--- config.mk ---
export PLATFORM = sky130hd
export DESIGN_NAME = tgd_top
export DESIGN_NICKNAME = d
export VERILOG_FILES = /design/src/common/tgd_pkg.sv /design/src/hw/tgd_tick_gen.sv /design/src/hw/tgd_irq_pin.sv /design/src/hw/tgd_top.sv
export SDC_FILE = /design/constraint.sdc
export NUM_CORES = 1
export LEC_CHECK = 0
export BUFFER_PORTS_ARGS = -buffer_cell sky130_fd_sc_hd__buf_2
export CAP_MARGIN = 5
export CORE_ASPECT_RATIO = 1.25
export CORE_MARGIN = 8
export CORE_UTILIZATION = 35
export CTS_BUF_LIST = sky130_fd_sc_hd__clkbuf_4 sky130_fd_sc_hd__clkbuf_8 sky130_fd_sc_hd__clkbuf_16
export CTS_CLUSTER_DIAMETER = 60
export DETAILED_ROUTE_END_ITERATION = 16
export GPL_TIMING_DRIVEN = 1
export HOLD_SLACK_MARGIN = 0.03
export SLEW_MARGIN = 10
export SYNTH_ARGS = -nofsm -noshare
export SYNTH_HDL_FRONTEND = slang
export SYNTH_SLANG_ARGS = --single-unit
--- constraint.sdc ---
create_clock -name clk_i -period 2.5 [get_ports clk_i]
set_clock_uncertainty 0.1 [all_clocks]
set_input_delay 0 -clock clk_i [delete_from_list [all_inputs] [get_ports clk_i]]
set_output_delay 0 -clock clk_i [all_outputs]
set_load 0.05 [all_outputs]
--- src/common/tgd_pkg.sv ---
// Purpose: Shared constants and types of the tap gesture detector.
// Assumes: 20 MHz system clock, 8-bit register port.
// Notes: Acceleration magnitude LSB is 1/32 g per axis.
package tgd_pkg;

  localparam int CLK_PERIOD_NS = 50;
  localparam int TICK_PERIOD_NS = 500000;
  localparam int TICK_CYCLES = TICK_PERIOD_NS / CLK_PERIOD_NS;

  localparam logic [7:0] ADDR_PIN_CTRL = 8'h22;
  localparam logic [7:0] ADDR_TAP_CFG = 8'h38;
  localparam logic [7:0] ADDR_TAP_STATUS = 8'h39;
  localparam logic [7:0] ADDR_THR_XY = 8'h3b;
  localparam logic [7:0] ADDR_THR_Z = 8'h3c;
  localparam logic [7:0] ADDR_DUR_LIMIT = 8'h3d;
  localparam logic [7:0] ADDR_LATENCY = 8'h3e;
  localparam logic [7:0] ADDR_WINDOW = 8'h3f;

  localparam logic [7:0] RST_REG = 8'h00;
  localparam int CFG_LATCH_BIT = 6;
  localparam int STS_ACTIVE_BIT = 6;
  localparam int THR_Y_LSB = 4;
  localparam int THR_X_LSB = 0;
  localparam int THR_Z_LSB = 0;
  localparam logic [7:0] ACC_PER_THR_STEP = 8'h10;

  localparam logic [2:0] SEL_GND = 3'h0;
  localparam logic [2:0] SEL_WAKE_ONE = 3'h1;
  localparam logic [2:0] SEL_WAKE_TWO = 3'h2;
  localparam logic [2:0] SEL_WAKE_ANY = 3'h3;
  localparam logic [2:0] SEL_DATA_READY = 3'h4;
  localparam logic [2:0] SEL_TAP = 3'h7;

  typedef enum logic [2:0] {
    AX_IDLE = 3'b000,
    AX_FIRST = 3'b001,
    AX_LATENCY = 3'b010,
    AX_WINDOW = 3'b011,
    AX_SECOND = 3'b100,
    AX_WAIT_LOW = 3'b101
  } tgd_axis_state_t;

  typedef struct packed {
    logic irq_polarity;
    logic irq_drive_type;
    logic [2:0] pin2_source_select;
    logic [2:0] pin1_source_select;
  } tgd_pin_ctrl_t;

  typedef struct packed {
    logic wakeup_source_one;
    logic wakeup_source_two;
    logic data_ready;
    logic tap_irq;
  } tgd_irq_src_t;

  typedef struct packed {
    logic [7:0] z;
    logic [7:0] y;
    logic [7:0] x;
  } tgd_accel_t;

endpackage : tgd_pkg

--- src/hw/tgd_tick_gen.sv ---
// Purpose: Fixed 0.5 ms timebase for all tap timing.
// Assumes: TICK_CYCLES of at least 2.
// Notes: Independent of the output data rate.
`timescale 1ns/1ps
`default_nettype none
module tgd_tick_gen #(
  parameter int TICK_CYCLES = tgd_pkg::TICK_CYCLES
) (
  input wire logic clk_i,      // System clock
  input wire logic reset_n_i,  // Async reset, active low
  output logic tick_o          // One-cycle pulse every tick
);
  import tgd_pkg::*;

  localparam logic [15:0] LAST = 16'(TICK_CYCLES - 1);

  logic [15:0] cnt_r;

  always_ff @(posedge clk_i or negedge reset_n_i) begin
    if (!reset_n_i) begin
      cnt_r <= 16'h0000;
      tick_o <= 1'b0;
    end else if (cnt_r == LAST) begin
      cnt_r <= 16'h0000;
      tick_o <= 1'b1;
    end else begin
      cnt_r <= cnt_r + 16'h0001;
      tick_o <= 1'b0;
    end
  end

endmodule : tgd_tick_gen
`default_nettype wire

--- src/hw/tgd_irq_pin.sv ---
// Purpose: One interrupt pin: source mux, polarity and drive type.
// Assumes: Sources are levels synchronous to clk_i.
// Notes: Output enable is low while the pin is driven.
`timescale 1ns/1ps
`default_nettype none
module tgd_irq_pin (
  input wire logic clk_i,                  // System clock
  input wire logic reset_n_i,              // Async reset, active low
  input wire logic [2:0] sel_i,            // Source select code
  input wire logic polarity_i,             // 1: active low
  input wire logic drive_i,                // 1: open drain
  input wire tgd_pkg::tgd_irq_src_t src_i, // Candidate sources
  output logic pin_o,                      // Pad output value
  output logic pin_oe_n_o                  // Pad drive enable, low drives
);
  import tgd_pkg::*;

  logic active;
  logic level;

  always_comb begin
    if (sel_i == SEL_GND) begin
      active = 1'b0;
    end else if (sel_i == SEL_WAKE_ONE) begin
      active = src_i.wakeup_source_one;
    end else if (sel_i == SEL_WAKE_TWO) begin
      active = src_i.wakeup_source_two;
    end else if (sel_i == SEL_WAKE_ANY) begin
      active = src_i.wakeup_source_one | src_i.wakeup_source_two;
    end else if (sel_i == SEL_DATA_READY) begin
      active = src_i.data_ready;
    end else if (sel_i == SEL_TAP) begin
      active = src_i.tap_irq;
    end else begin
      active = 1'b0;
    end
    level = active ^ polarity_i;
  end

  // Open drain only ever pulls low; a high level is a release
  always_ff @(posedge clk_i or negedge reset_n_i) begin
    if (!reset_n_i) begin
      pin_o <= 1'b0;
      pin_oe_n_o <= 1'b0;
    end else if (drive_i) begin
      pin_o <= 1'b0;
      pin_oe_n_o <= level;
    end else begin
      pin_o <= level;
      pin_oe_n_o <= 1'b0;
    end
  end

endmodule : tgd_irq_pin
`default_nettype wire

--- src/hw/tgd_top.sv ---
// Purpose: Single and double tap detection on three axes with pins.
// Assumes: Register port strobes and accel inputs sync to clk_i.
// Notes: Read data appears one cycle after the read strobe.
`timescale 1ns/1ps
`default_nettype none
module tgd_top #(
  parameter int TICK_CYCLES = tgd_pkg::TICK_CYCLES
) (
  input wire logic clk_i,                 // System clock, 20 MHz
  input wire logic reset_n_i,             // Async reset, active low
  input wire logic [7:0] reg_addr_i,      // Register address
  input wire logic reg_wr_i,              // Write strobe, one cycle
  input wire logic reg_rd_i,              // Read strobe, one cycle
  input wire logic [7:0] reg_wdata_i,     // Write data
  output logic [7:0] reg_rdata_o,         // Read data, next cycle
  input wire tgd_pkg::tgd_accel_t accel_i,// Per-axis magnitudes
  input wire logic wakeup_one_i,          // Wake-up source one
  input wire logic wakeup_two_i,          // Wake-up source two
  input wire logic data_ready_i,          // Data ready level
  output logic irq_pin_one_o,             // Pin one output value
  output logic irq_pin_one_oe_n_o,        // Pin one drive, low drives
  output logic irq_pin_two_o,             // Pin two output value
  output logic irq_pin_two_oe_n_o         // Pin two drive, low drives
);
  import tgd_pkg::*;

  // Threshold code to magnitude; code 0 fires on any nonzero input
  function automatic logic tgd_above(input logic [7:0] mag,
                                     input logic [3:0] thr);
    logic [11:0] lim;
    lim = 12'(thr) * 12'(ACC_PER_THR_STEP);
    tgd_above = 12'(mag) > lim;
  endfunction : tgd_above

  // Millisecond register steps count two ticks each
  function automatic logic [9:0] tgd_ms_ticks(input logic [7:0] val);
    tgd_ms_ticks = {1'b0, val, 1'b0};
  endfunction : tgd_ms_ticks

  tgd_pin_ctrl_t pin_ctrl_r;
  logic [7:0] tap_cfg_r;
  logic [7:0] thr_xy_r;
  logic [7:0] thr_z_r;
  logic [7:0] dur_r;
  logic [7:0] lat_r;
  logic [7:0] win_r;
  logic [5:0] flags_r;
  logic [5:0] flags_nxt;
  logic active_r;
  logic active_nxt;
  logic [9:0] hold_r;
  logic [9:0] hold_nxt;

  tgd_axis_state_t state_r [3];
  tgd_axis_state_t state_nxt [3];
  logic [9:0] cnt_r [3];
  logic [9:0] cnt_nxt [3];
  logic [2:0] single_ev;
  logic [2:0] double_ev;

  logic tick;
  logic latch_request;
  logic status_rd;
  logic enabled_ev;
  logic [7:0] mag [3];
  logic [3:0] thr [3];
  tgd_irq_src_t irq_src;

  assign latch_request = tap_cfg_r[CFG_LATCH_BIT];
  assign status_rd = reg_rd_i && (reg_addr_i == ADDR_TAP_STATUS);

  always_comb begin
    mag[0] = accel_i.x;
    mag[1] = accel_i.y;
    mag[2] = accel_i.z;
    thr[0] = thr_xy_r[THR_X_LSB +: 4];
    thr[1] = thr_xy_r[THR_Y_LSB +: 4];
    thr[2] = thr_z_r[THR_Z_LSB +: 4];
  end

  tgd_tick_gen #(
    .TICK_CYCLES(TICK_CYCLES)
  ) u_tick (
    .clk_i(clk_i),
    .reset_n_i(reset_n_i),
    .tick_o(tick)
  );

  // Register writes
  always_ff @(posedge clk_i or negedge reset_n_i) begin
    if (!reset_n_i) begin
      pin_ctrl_r <= tgd_pin_ctrl_t'(RST_REG);
      tap_cfg_r <= RST_REG;
      thr_xy_r <= RST_REG;
      thr_z_r <= RST_REG;
      dur_r <= RST_REG;
      lat_r <= RST_REG;
      win_r <= RST_REG;
    end else if (reg_wr_i) begin
      if (reg_addr_i == ADDR_PIN_CTRL) begin
        pin_ctrl_r <= tgd_pin_ctrl_t'(reg_wdata_i);
      end else if (reg_addr_i == ADDR_TAP_CFG) begin
        tap_cfg_r <= {1'b0, reg_wdata_i[6:0]};
      end else if (reg_addr_i == ADDR_THR_XY) begin
        thr_xy_r <= reg_wdata_i;
      end else if (reg_addr_i == ADDR_THR_Z) begin
        thr_z_r <= {4'h0, reg_wdata_i[3:0]};
      end else if (reg_addr_i == ADDR_DUR_LIMIT) begin
        dur_r <= reg_wdata_i;
      end else if (reg_addr_i == ADDR_LATENCY) begin
        lat_r <= reg_wdata_i;
      end else if (reg_addr_i == ADDR_WINDOW) begin
        win_r <= reg_wdata_i;
      end
    end
  end

  // Register reads, unmapped addresses return zero
  always_ff @(posedge clk_i or negedge reset_n_i) begin
    if (!reset_n_i) begin
      reg_rdata_o <= 8'h00;
    end else if (reg_rd_i) begin
      if (reg_addr_i == ADDR_PIN_CTRL) begin
        reg_rdata_o <= pin_ctrl_r;
      end else if (reg_addr_i == ADDR_TAP_CFG) begin
        reg_rdata_o <= tap_cfg_r;
      end else if (reg_addr_i == ADDR_TAP_STATUS) begin
        reg_rdata_o <= {1'b0, active_r, flags_r};
      end else if (reg_addr_i == ADDR_THR_XY) begin
        reg_rdata_o <= thr_xy_r;
      end else if (reg_addr_i == ADDR_THR_Z) begin
        reg_rdata_o <= thr_z_r;
      end else if (reg_addr_i == ADDR_DUR_LIMIT) begin
        reg_rdata_o <= dur_r;
      end else if (reg_addr_i == ADDR_LATENCY) begin
        reg_rdata_o <= lat_r;
      end else if (reg_addr_i == ADDR_WINDOW) begin
        reg_rdata_o <= win_r;
      end else begin
        reg_rdata_o <= 8'h00;
      end
    end
  end

  // Per-axis detection sequence
  always_comb begin
    logic above;
    logic dbl_en;
    above = 1'b0;
    dbl_en = 1'b0;
    single_ev = 3'b000;
    double_ev = 3'b000;
    for (int a = 0; a < 3; a++) begin
      state_nxt[a] = state_r[a];
      cnt_nxt[a] = cnt_r[a];
      above = tgd_above(mag[a], thr[a]);
      dbl_en = tap_cfg_r[2 * a + 1];
      case (state_r[a])
        AX_IDLE: begin
          if (above) begin
            state_nxt[a] = AX_FIRST;
            cnt_nxt[a] = 10'h000;
          end
        end
        AX_FIRST, AX_SECOND: begin
          if (!above) begin
            cnt_nxt[a] = 10'h000;
            if (state_r[a] == AX_SECOND) begin
              double_ev[a] = 1'b1;
              state_nxt[a] = AX_IDLE;
            end else begin
              single_ev[a] = 1'b1;
              // Only arm the second tap when double is wanted
              state_nxt[a] = dbl_en ? AX_LATENCY : AX_IDLE;
            end
          end else if (tick) begin
            if (cnt_r[a] >= {2'b00, dur_r}) begin
              state_nxt[a] = AX_WAIT_LOW;
            end else begin
              cnt_nxt[a] = cnt_r[a] + 10'h001;
            end
          end
        end
        AX_LATENCY: begin
          if (cnt_r[a] >= tgd_ms_ticks(lat_r)) begin
            state_nxt[a] = AX_WINDOW;
            cnt_nxt[a] = 10'h000;
          end else if (tick) begin
            cnt_nxt[a] = cnt_r[a] + 10'h001;
          end
        end
        AX_WINDOW: begin
          if (above) begin
            state_nxt[a] = AX_SECOND;
            cnt_nxt[a] = 10'h000;
          end else if (cnt_r[a] >= tgd_ms_ticks(win_r)) begin
            state_nxt[a] = AX_IDLE;
          end else if (tick) begin
            cnt_nxt[a] = cnt_r[a] + 10'h001;
          end
        end
        AX_WAIT_LOW: begin
          if (!above) begin
            state_nxt[a] = AX_IDLE;
          end
        end
        default: begin
          state_nxt[a] = AX_IDLE;
        end
      endcase
    end
  end

  always_ff @(posedge clk_i or negedge reset_n_i) begin
    if (!reset_n_i) begin
      for (int a = 0; a < 3; a++) begin
        state_r[a] <= AX_IDLE;
        cnt_r[a] <= 10'h000;
      end
    end else begin
      for (int a = 0; a < 3; a++) begin
        state_r[a] <= state_nxt[a];
        cnt_r[a] <= cnt_nxt[a];
      end
    end
  end

  // Status flags and active bit; a new event always beats a clear
  always_comb begin
    logic [5:0] ev;
    logic clr;
    ev = 6'h00;
    clr = 1'b0;
    for (int a = 0; a < 3; a++) begin
      ev[2 * a] = single_ev[a];
      ev[2 * a + 1] = double_ev[a];
    end
    enabled_ev = |(ev & tap_cfg_r[5:0]);
    if (latch_request) begin
      clr = status_rd;
    end else begin
      clr = active_r && tick && (hold_r <= 10'h001);
    end
    flags_nxt = (clr ? 6'h00 : flags_r) | ev;
    active_nxt = (active_r && !clr) || enabled_ev;
    hold_nxt = hold_r;
    if (enabled_ev) begin
      // Zero latency still holds the line for one tick
      hold_nxt = (lat_r == 8'h00) ? 10'h001 : tgd_ms_ticks(lat_r);
    end else if (tick && hold_r != 10'h000) begin
      hold_nxt = hold_r - 10'h001;
    end
  end

  always_ff @(posedge clk_i or negedge reset_n_i) begin
    if (!reset_n_i) begin
      flags_r <= 6'h00;
      active_r <= 1'b0;
      hold_r <= 10'h000;
    end else begin
      flags_r <= flags_nxt;
      active_r <= active_nxt;
      hold_r <= hold_nxt;
    end
  end

  always_comb begin
    irq_src.wakeup_source_one = wakeup_one_i;
    irq_src.wakeup_source_two = wakeup_two_i;
    irq_src.data_ready = data_ready_i;
    irq_src.tap_irq = active_r;
  end

  tgd_irq_pin u_pin_one (
    .clk_i(clk_i),
    .reset_n_i(reset_n_i),
    .sel_i(pin_ctrl_r.pin1_source_select),
    .polarity_i(pin_ctrl_r.irq_polarity),
    .drive_i(pin_ctrl_r.irq_drive_type),
    .src_i(irq_src),
    .pin_o(irq_pin_one_o),
    .pin_oe_n_o(irq_pin_one_oe_n_o)
  );

  tgd_irq_pin u_pin_two (
    .clk_i(clk_i),
    .reset_n_i(reset_n_i),
    .sel_i(pin_ctrl_r.pin2_source_select),
    .polarity_i(pin_ctrl_r.irq_polarity),
    .drive_i(pin_ctrl_r.irq_drive_type),
    .src_i(irq_src),
    .pin_o(irq_pin_two_o),
    .pin_oe_n_o(irq_pin_two_oe_n_o)
  );

endmodule : tgd_top
`default_nettype wire

# Word-level counts from Yosys, hierarchy flattened
# Index checks and enable logic that the tools add are counted.
[word_totals]
regBits = 136
input_bits = 47
output_inout_bits = 12
wordCells = 257
[classes]
addsub = 5
n_lt_le_gt_ge = 13
n_eq_ne = 58
n_mux = 109
n_bitwise = 11
n_reduce_logical = 35
[ops]
columns = ["operator", "count"]
rows = [
  ["$mux 10", 26],
  ["$pmux 10 s4", 3],
  ["$mux 3", 24],
  ["$eq 8x6->1 const B", 8],
  ["$mux 8", 8],
  ["$ge 10x9->1", 6],
  ["$pmux 3 s5", 3],
  ["$mux 1", 36],
  ["$ne 3x3->1 const B", 12],
  ["$add 10x1->10 const B", 3],
  ["$eq 3x2->1 const B", 10],
  ["$eq 3x3->1 const B", 10],
  ["$ge 10x8->1", 3],
  ["$gt 8x8->1", 3],
  ["$reduce_and 6->1", 4],
  ["$reduce_and 5->1", 4],
  ["$ne 2x2->1 const B", 9],
  ["$add 16x1->16 const B", 1],
  ["$eq 16x14->1 const B", 1],
  ["$mux 16", 1],
  ["$eq 3x1->1 const B", 5],
  ["$logic_not 3->1", 5],
  ["$mux 2", 6],
  ["$reduce_bool 4->1", 3],
  ["23 further kinds", 37],
]

# Logic depth before layout (Yosys ltp)
[depth]
ltp_word = 9
depth_mapped = 12
ltp_nobuf = 10

# Modules after synthesis
# A second synthesis with hierarchy kept.
[hier_totals]
cells_unflattened = 988
area_unflattened_um2 = 9257.6
[by_module_without_submodules]
columns = ["mod", "instances", "cells_each", "area_per_inst_um2", "seq_area_each_um2"]
rows = [
  ["tgd_top", 1, 882, 8162.8, 2877.8],
  ["tgd_tick_gen", 1, 74, 822.0, 425.4],
  ["tgd_irq_pin", 2, 16, 136.4, 50.0],
]

# Worst setup path after synthesis
# OpenSTA, ideal clock, no wires.
[synth_timing]
path_kind = "reg-to-reg"
start = "register cnt_r[4] (netlist name)"
end = "register cnt_r[1] (netlist name)"
setup_time_ps = 122
arrival_time_ps = 2258
required_time_ps = 2278
setup_slack_ps = 20
stages_incl_launch_ff = 11
path_buffers = 1
synth_period_minus_slack_ps = 2480
cell_sequence = "dfrtp_1 > ha_1 > a21o_1 > a21oi_1 > o21ai_1 > a21o_1 > a2111oi_4 > o211a_4 > buf_6 > nand2_1 > o2bb2ai_1"
[synth_via]
elab_chain_cells = 3
elab_cells_between_ends = 8
classes_between = "order compare: 3; eq/ne: 2; mux: 2; reduce/logical: 1"
[synth_lines]
columns = ["item", "line_no", "source"]
rows = [
  ["from (decl)", "tgd_top.sv:56", "logic [9:0] cnt_r [3];"],
  ["from (signal, indexed assignment)", "tgd_top.sv:223", "cnt_r[a] <= cnt_nxt[a];"],
  ["$ge 10x8->1, or another cell as far along", "tgd_top.sv:177", "if (cnt_r[a] >= {2'b00, dur_r}) begin"],
  ["$ne 3x3->1 (no source line) or $mux 10 (tied branches)", "n/a", ""],
  ["$reduce_and 5->1 (no source line) or $pmux 10 s4 (tied branches)", "n/a", ""],
]
# Several ways; a longest one is shown, not always the timed one.
# A chain may end at the register's enable or synchronous reset.

# Worst setup path in the final report
[layout_timing]
start = "register cnt_r[12] (netlist name)"
end = "register cnt_r[15] (netlist name)"
[layout_via]
elab_chain_cells = 5
elab_cells_between_ends = 15
classes_between = "add/sub: 1; order compare: 3; eq/ne: 2; mux: 8; reduce/logical: 1"
[layout_lines]
columns = ["item", "line_no", "source"]
rows = [
  ["$add 10x1->10", "tgd_top.sv:180, tgd_top.sv:189, tgd_top.sv:199", ""],
  ["$mux 10 (on tied branches)", "tgd_top.sv:188, tgd_top.sv:198, tgd_top.sv:177", ""],
  ["$mux 10 (on tied branches)", "tgd_top.sv:196, tgd_top.sv:176", ""],
  ["$mux 10 (on tied branches)", "tgd_top.sv:193, tgd_top.sv:166", ""],
  ["$pmux 10 s4", "tgd_top.sv:158", "case (state_r[a])"],
]
# Several ways; a longest one is shown, not always the timed one. The select of a mux whose other input is x is not followed.

==> results.txt <==
Synth Area in Adders: 12.60%
Final hold vios: 0
Crit-path slowest cell: dfrtp_2
Slew HR: 37.72%
Pwr dens: 671.9 mW/mm^2
Layout cells sized above 1: 32.00%
I/O Buffers: 58
Static leakage: 0.005647 uW
Worst setup EP type: register
Slew @ Worst Pin: 0.9343 ns
Worst Path Arrival: 2.76 ns
Final worst path period share: 101.4%
Largest family of logic cells by synthesized area: compound AO/OA/AOI/OAI gates
Nets@finish: 1,329
Failing checks: negative setup slack
Most frequent cells in the layout: buf_4, dfrtp_1, ha_1
Pwr Total: 8125 uW
Crit Path Max Fanout: 8
Longest Clk Path Bufs: 2
Largest net degree at the start of global routing: 60
Post-Syn Area: 0.009116 sq mm
Achievable frequency: 394.4 MHz
Dpl cell area: 0.01068 sq mm
Die area: 0.03150 sq mm
Register area share after synthesis: 37.33%
Core Region: 0.02585 sq mm
Peak supply drop: 0.3137 mV
Fin Setup TNS: -0.2103 ns
Fin worst setup slack: -0.03557 ns
Cells after Synth: 977
Largest stage delay on the critical path: 0.43 ns
Worst setup path class: reg2reg
GP Congestion: 0.8493
Max Cap Viol: 0
Clock Latency Late Sink: 0.43 ns
Synth-to-layout area growth: 32.64%
Initial drt markers: 441
Pins Over Slew Limit: 0
First-pass GRT wire length: 45,000 um
DR DRC count: 0
YS warnings: 0
Diodes inserted: 0
Compound-Gate Fraction of Synth Area: 21.45%
Final setup violation count: 10
Routed via count: 8,299
Vias in the first global route: 8,393
Unrepaired setup endpoints after global routing: yes
Max H-tree Level: 4
Die height: 196.4 um
Fin crit period: 2.536 ns
Routed wire length: 28,270 um
Yosys cell types: 83
Ys async rst share: 100.0%
Starting Density: 35.27%
TritonCTS buffer count: 17
Clock sinks: 136
Synth Flop Type: dfrtp_1
Clock Tree Root: clkbuf_16
Mux contribution to synthesized area: 5.778%
Hold Crit Class: in2async
Syn_nets: 1,115
Post-synthesis xor/xnor area fraction: 2.306%
Type of element launching the critical path: register
CP required: 2.72 ns
Syn avg cell area: 9.331 sq um
Run status: finished with violations
IO Count: 59
Dpl ws: -0.1950 ns
Total global-route track usage: 17.98%
Per-cell routed wire length: 18.32 um
Final Cell Area: 0.01209 sq mm
Fillers: 2,390
Initial antenna violation count: 0
Fin Hold WS: 0.01095 ns
Detail Route Antenna Nets: 0
Num rows: 66
Crit-path cells: buf_4, ha_4, nand2_1, o21ai_2, a41oi_2, o21a_2, a311oi_4, a21o_1, or2_4, o21ai_1
Placed wire-length estimate: 21,230 um
Total gr overflow: 0
Most common cell after layout, fill and taps aside: buf_4
CTS tree: done
Simple-Gate Fraction of Synth Area: 16.83%
Register bit total from synthesis: 136
DRT Pass-1 Iters: 4
Clock-pin slew on the worst setup and hold paths: 0.07 ns
Die width: 160.4 um
Vias per cell: 5.378
Number of synthesized flops with an enable pin: 0
through the flow:
stage	cells	util (%)
4_1_cts	1527	44.78
2_1_floorplan	977	-
6_report	1543	46.78
3_5_place_dp	1472	41.31
3_3_place_gp	1472	41.31
5_1_grt	1543	46.78
Yosys cell counts (3+ instances only):
| master | n | area, sq um |
|---|---|---|
| dfrtp_1 | 136 | 3403 |
| o21ai_0 | 93 | 465.5 |
| ha_1 | 91 | 1139 |
| nand2_1 | 79 | 296.5 |
| nor2_1 | 64 | 240.2 |
| a21oi_1 | 61 | 305.3 |
| inv_1 | 56 | 210.2 |
| mux2_2 | 37 | 416.7 |
| nand3_1 | 25 | 125.1 |
| nand2b_1 | 23 | 143.9 |
| and3_1 | 21 | 131.4 |
| nor2b_1 | 17 | 106.4 |
| clkbuf_1 | 16 | 60.06 |
| nor3_1 | 16 | 80.08 |
| nand4_1 | 14 | 87.58 |
| a21o_1 | 13 | 97.59 |
| xnor2_1 | 13 | 113.9 |
| a22oi_1 | 11 | 82.58 |
| a31oi_1 | 11 | 68.82 |
| xor2_1 | 11 | 96.34 |
| o21ai_1 | 10 | 50.05 |
| o31ai_1 | 10 | 75.07 |
| buf_2 | 9 | 45.04 |
| a2111oi_0 | 8 | 70.07 |
| a211oi_1 | 8 | 60.06 |
| a41oi_1 | 7 | 61.31 |
| nor4_1 | 7 | 43.79 |
| a22o_1 | 6 | 52.55 |
| and2_1 | 6 | 37.54 |
| o21a_1 | 6 | 45.04 |
| o22ai_1 | 6 | 37.54 |
| o211ai_1 | 5 | 37.54 |
| or3_1 | 5 | 31.28 |
| mux4_2 | 4 | 90.09 |
| a211o_1 | 3 | 26.28 |
| o2111ai_1 | 3 | 26.28 |
| o2bb2ai_1 | 3 | 26.28 |
| or4_1 | 3 | 22.52 |
per-layer routing:
layer / track usage, % / vias to the layer above / part of all wire [%] / wire [um]
met2: 30.62 / 178 / 50 / 14020
met1: 21.48 / 4012 / 42 / 11910
met3: 3.402 / 67 / 3.8 / 1062
met5: 0 / - / 0 / 0
li1: - / 4042 / - / -
met4: 8.911 / 0 / 4.5 / 1271
flip-flops by register name, summed over array words and instances, names as in the netlist:
name                  count
dur_r                     8
u_tick.cnt_r             16
u_tick.tick_o             1
reg_rdata_o               8
thr_z_r                   4
thr_xy_r                  8
state_r                   9
pin_ctrl_r                8
hold_r                   10
u_pin_one.pin_o           1
cnt_r                    30
tap_cfg_r                 7
u_pin_one.pin_oe_n_o      1
flags_r                   6
u_pin_two.pin_oe_n_o      1
u_pin_two.pin_o           1
active_r                  1
lat_r                     8
win_r                     8
worst paths after layout:
kind                                 startpoint               to  slack [ns]  depth (start not counted)
worst max-delay path                  cnt_r[12]        cnt_r[15]       -0.04                         10
worst min-delay path                  reset_n_i  u_tick.cnt_r[7]        0.01                          2
worst max register to register        cnt_r[12]        cnt_r[15]       -0.04                         10
worst min register to register  u_tick.cnt_r[0]  u_tick.cnt_r[0]        0.35                          1
max in group asynchronous             reset_n_i         lat_r[1]        1.53                          3
min in group clk_i                 wakeup_two_i  u_pin_one.pin_o        0.04                          5
area by class of cell:
cell class | instances | area, sq um | area share, %
clock buffer | 22 | 488.0 | 4.036
clock inverter | 9 | 113.9 | 0.9416
inverter | 57 | 216.5 | 1.790
multi-input combinational | 757 | 5822 | 48.15
sequential | 136 | 3410 | 28.20
tap | 340 | 425.4 | 3.518
timing repair buffer | 222 | 1617 | 13.37
critical path: cells and delay by family (launching register included):
family	cells	cell delay, ns
DFF	1	0.43
buffers and inverters	1	0.15
adders and majority gates	1	0.26
AOI/OAI and AO/OA	6	1.18
and+or+nand+nor	2	0.31
power breakdown:
group          total (uW)  switching (uW)  internal [uW]
sequential           2690             254           2430
combinational        2850            1590           1260
clock                2580             999           1590
total                8120            2850           5280
cells by family after synthesis:
logic type | after synthesis
adder cells (fa/ha/maj) | 92
buffers and inverters | 85
flip-flops | 136
AND/OR/NAND/NOR | 299
AO/OA/AOI/OAI | 298
XOR/XNOR | 24
multiplexers | 43
timing repair:
item                                   in CTS  in global routing
pin swaps                                  17                 47
gates cloned                                1                  1
buffers inserted                            8                 15
setup endpoints to repair                  33                 45
gates resized for setup                    34                103
hold buffers                               15                  0
endpoints found under the hold margin     199                  0
Note: power is estimated with default switching activity, not from simulation.
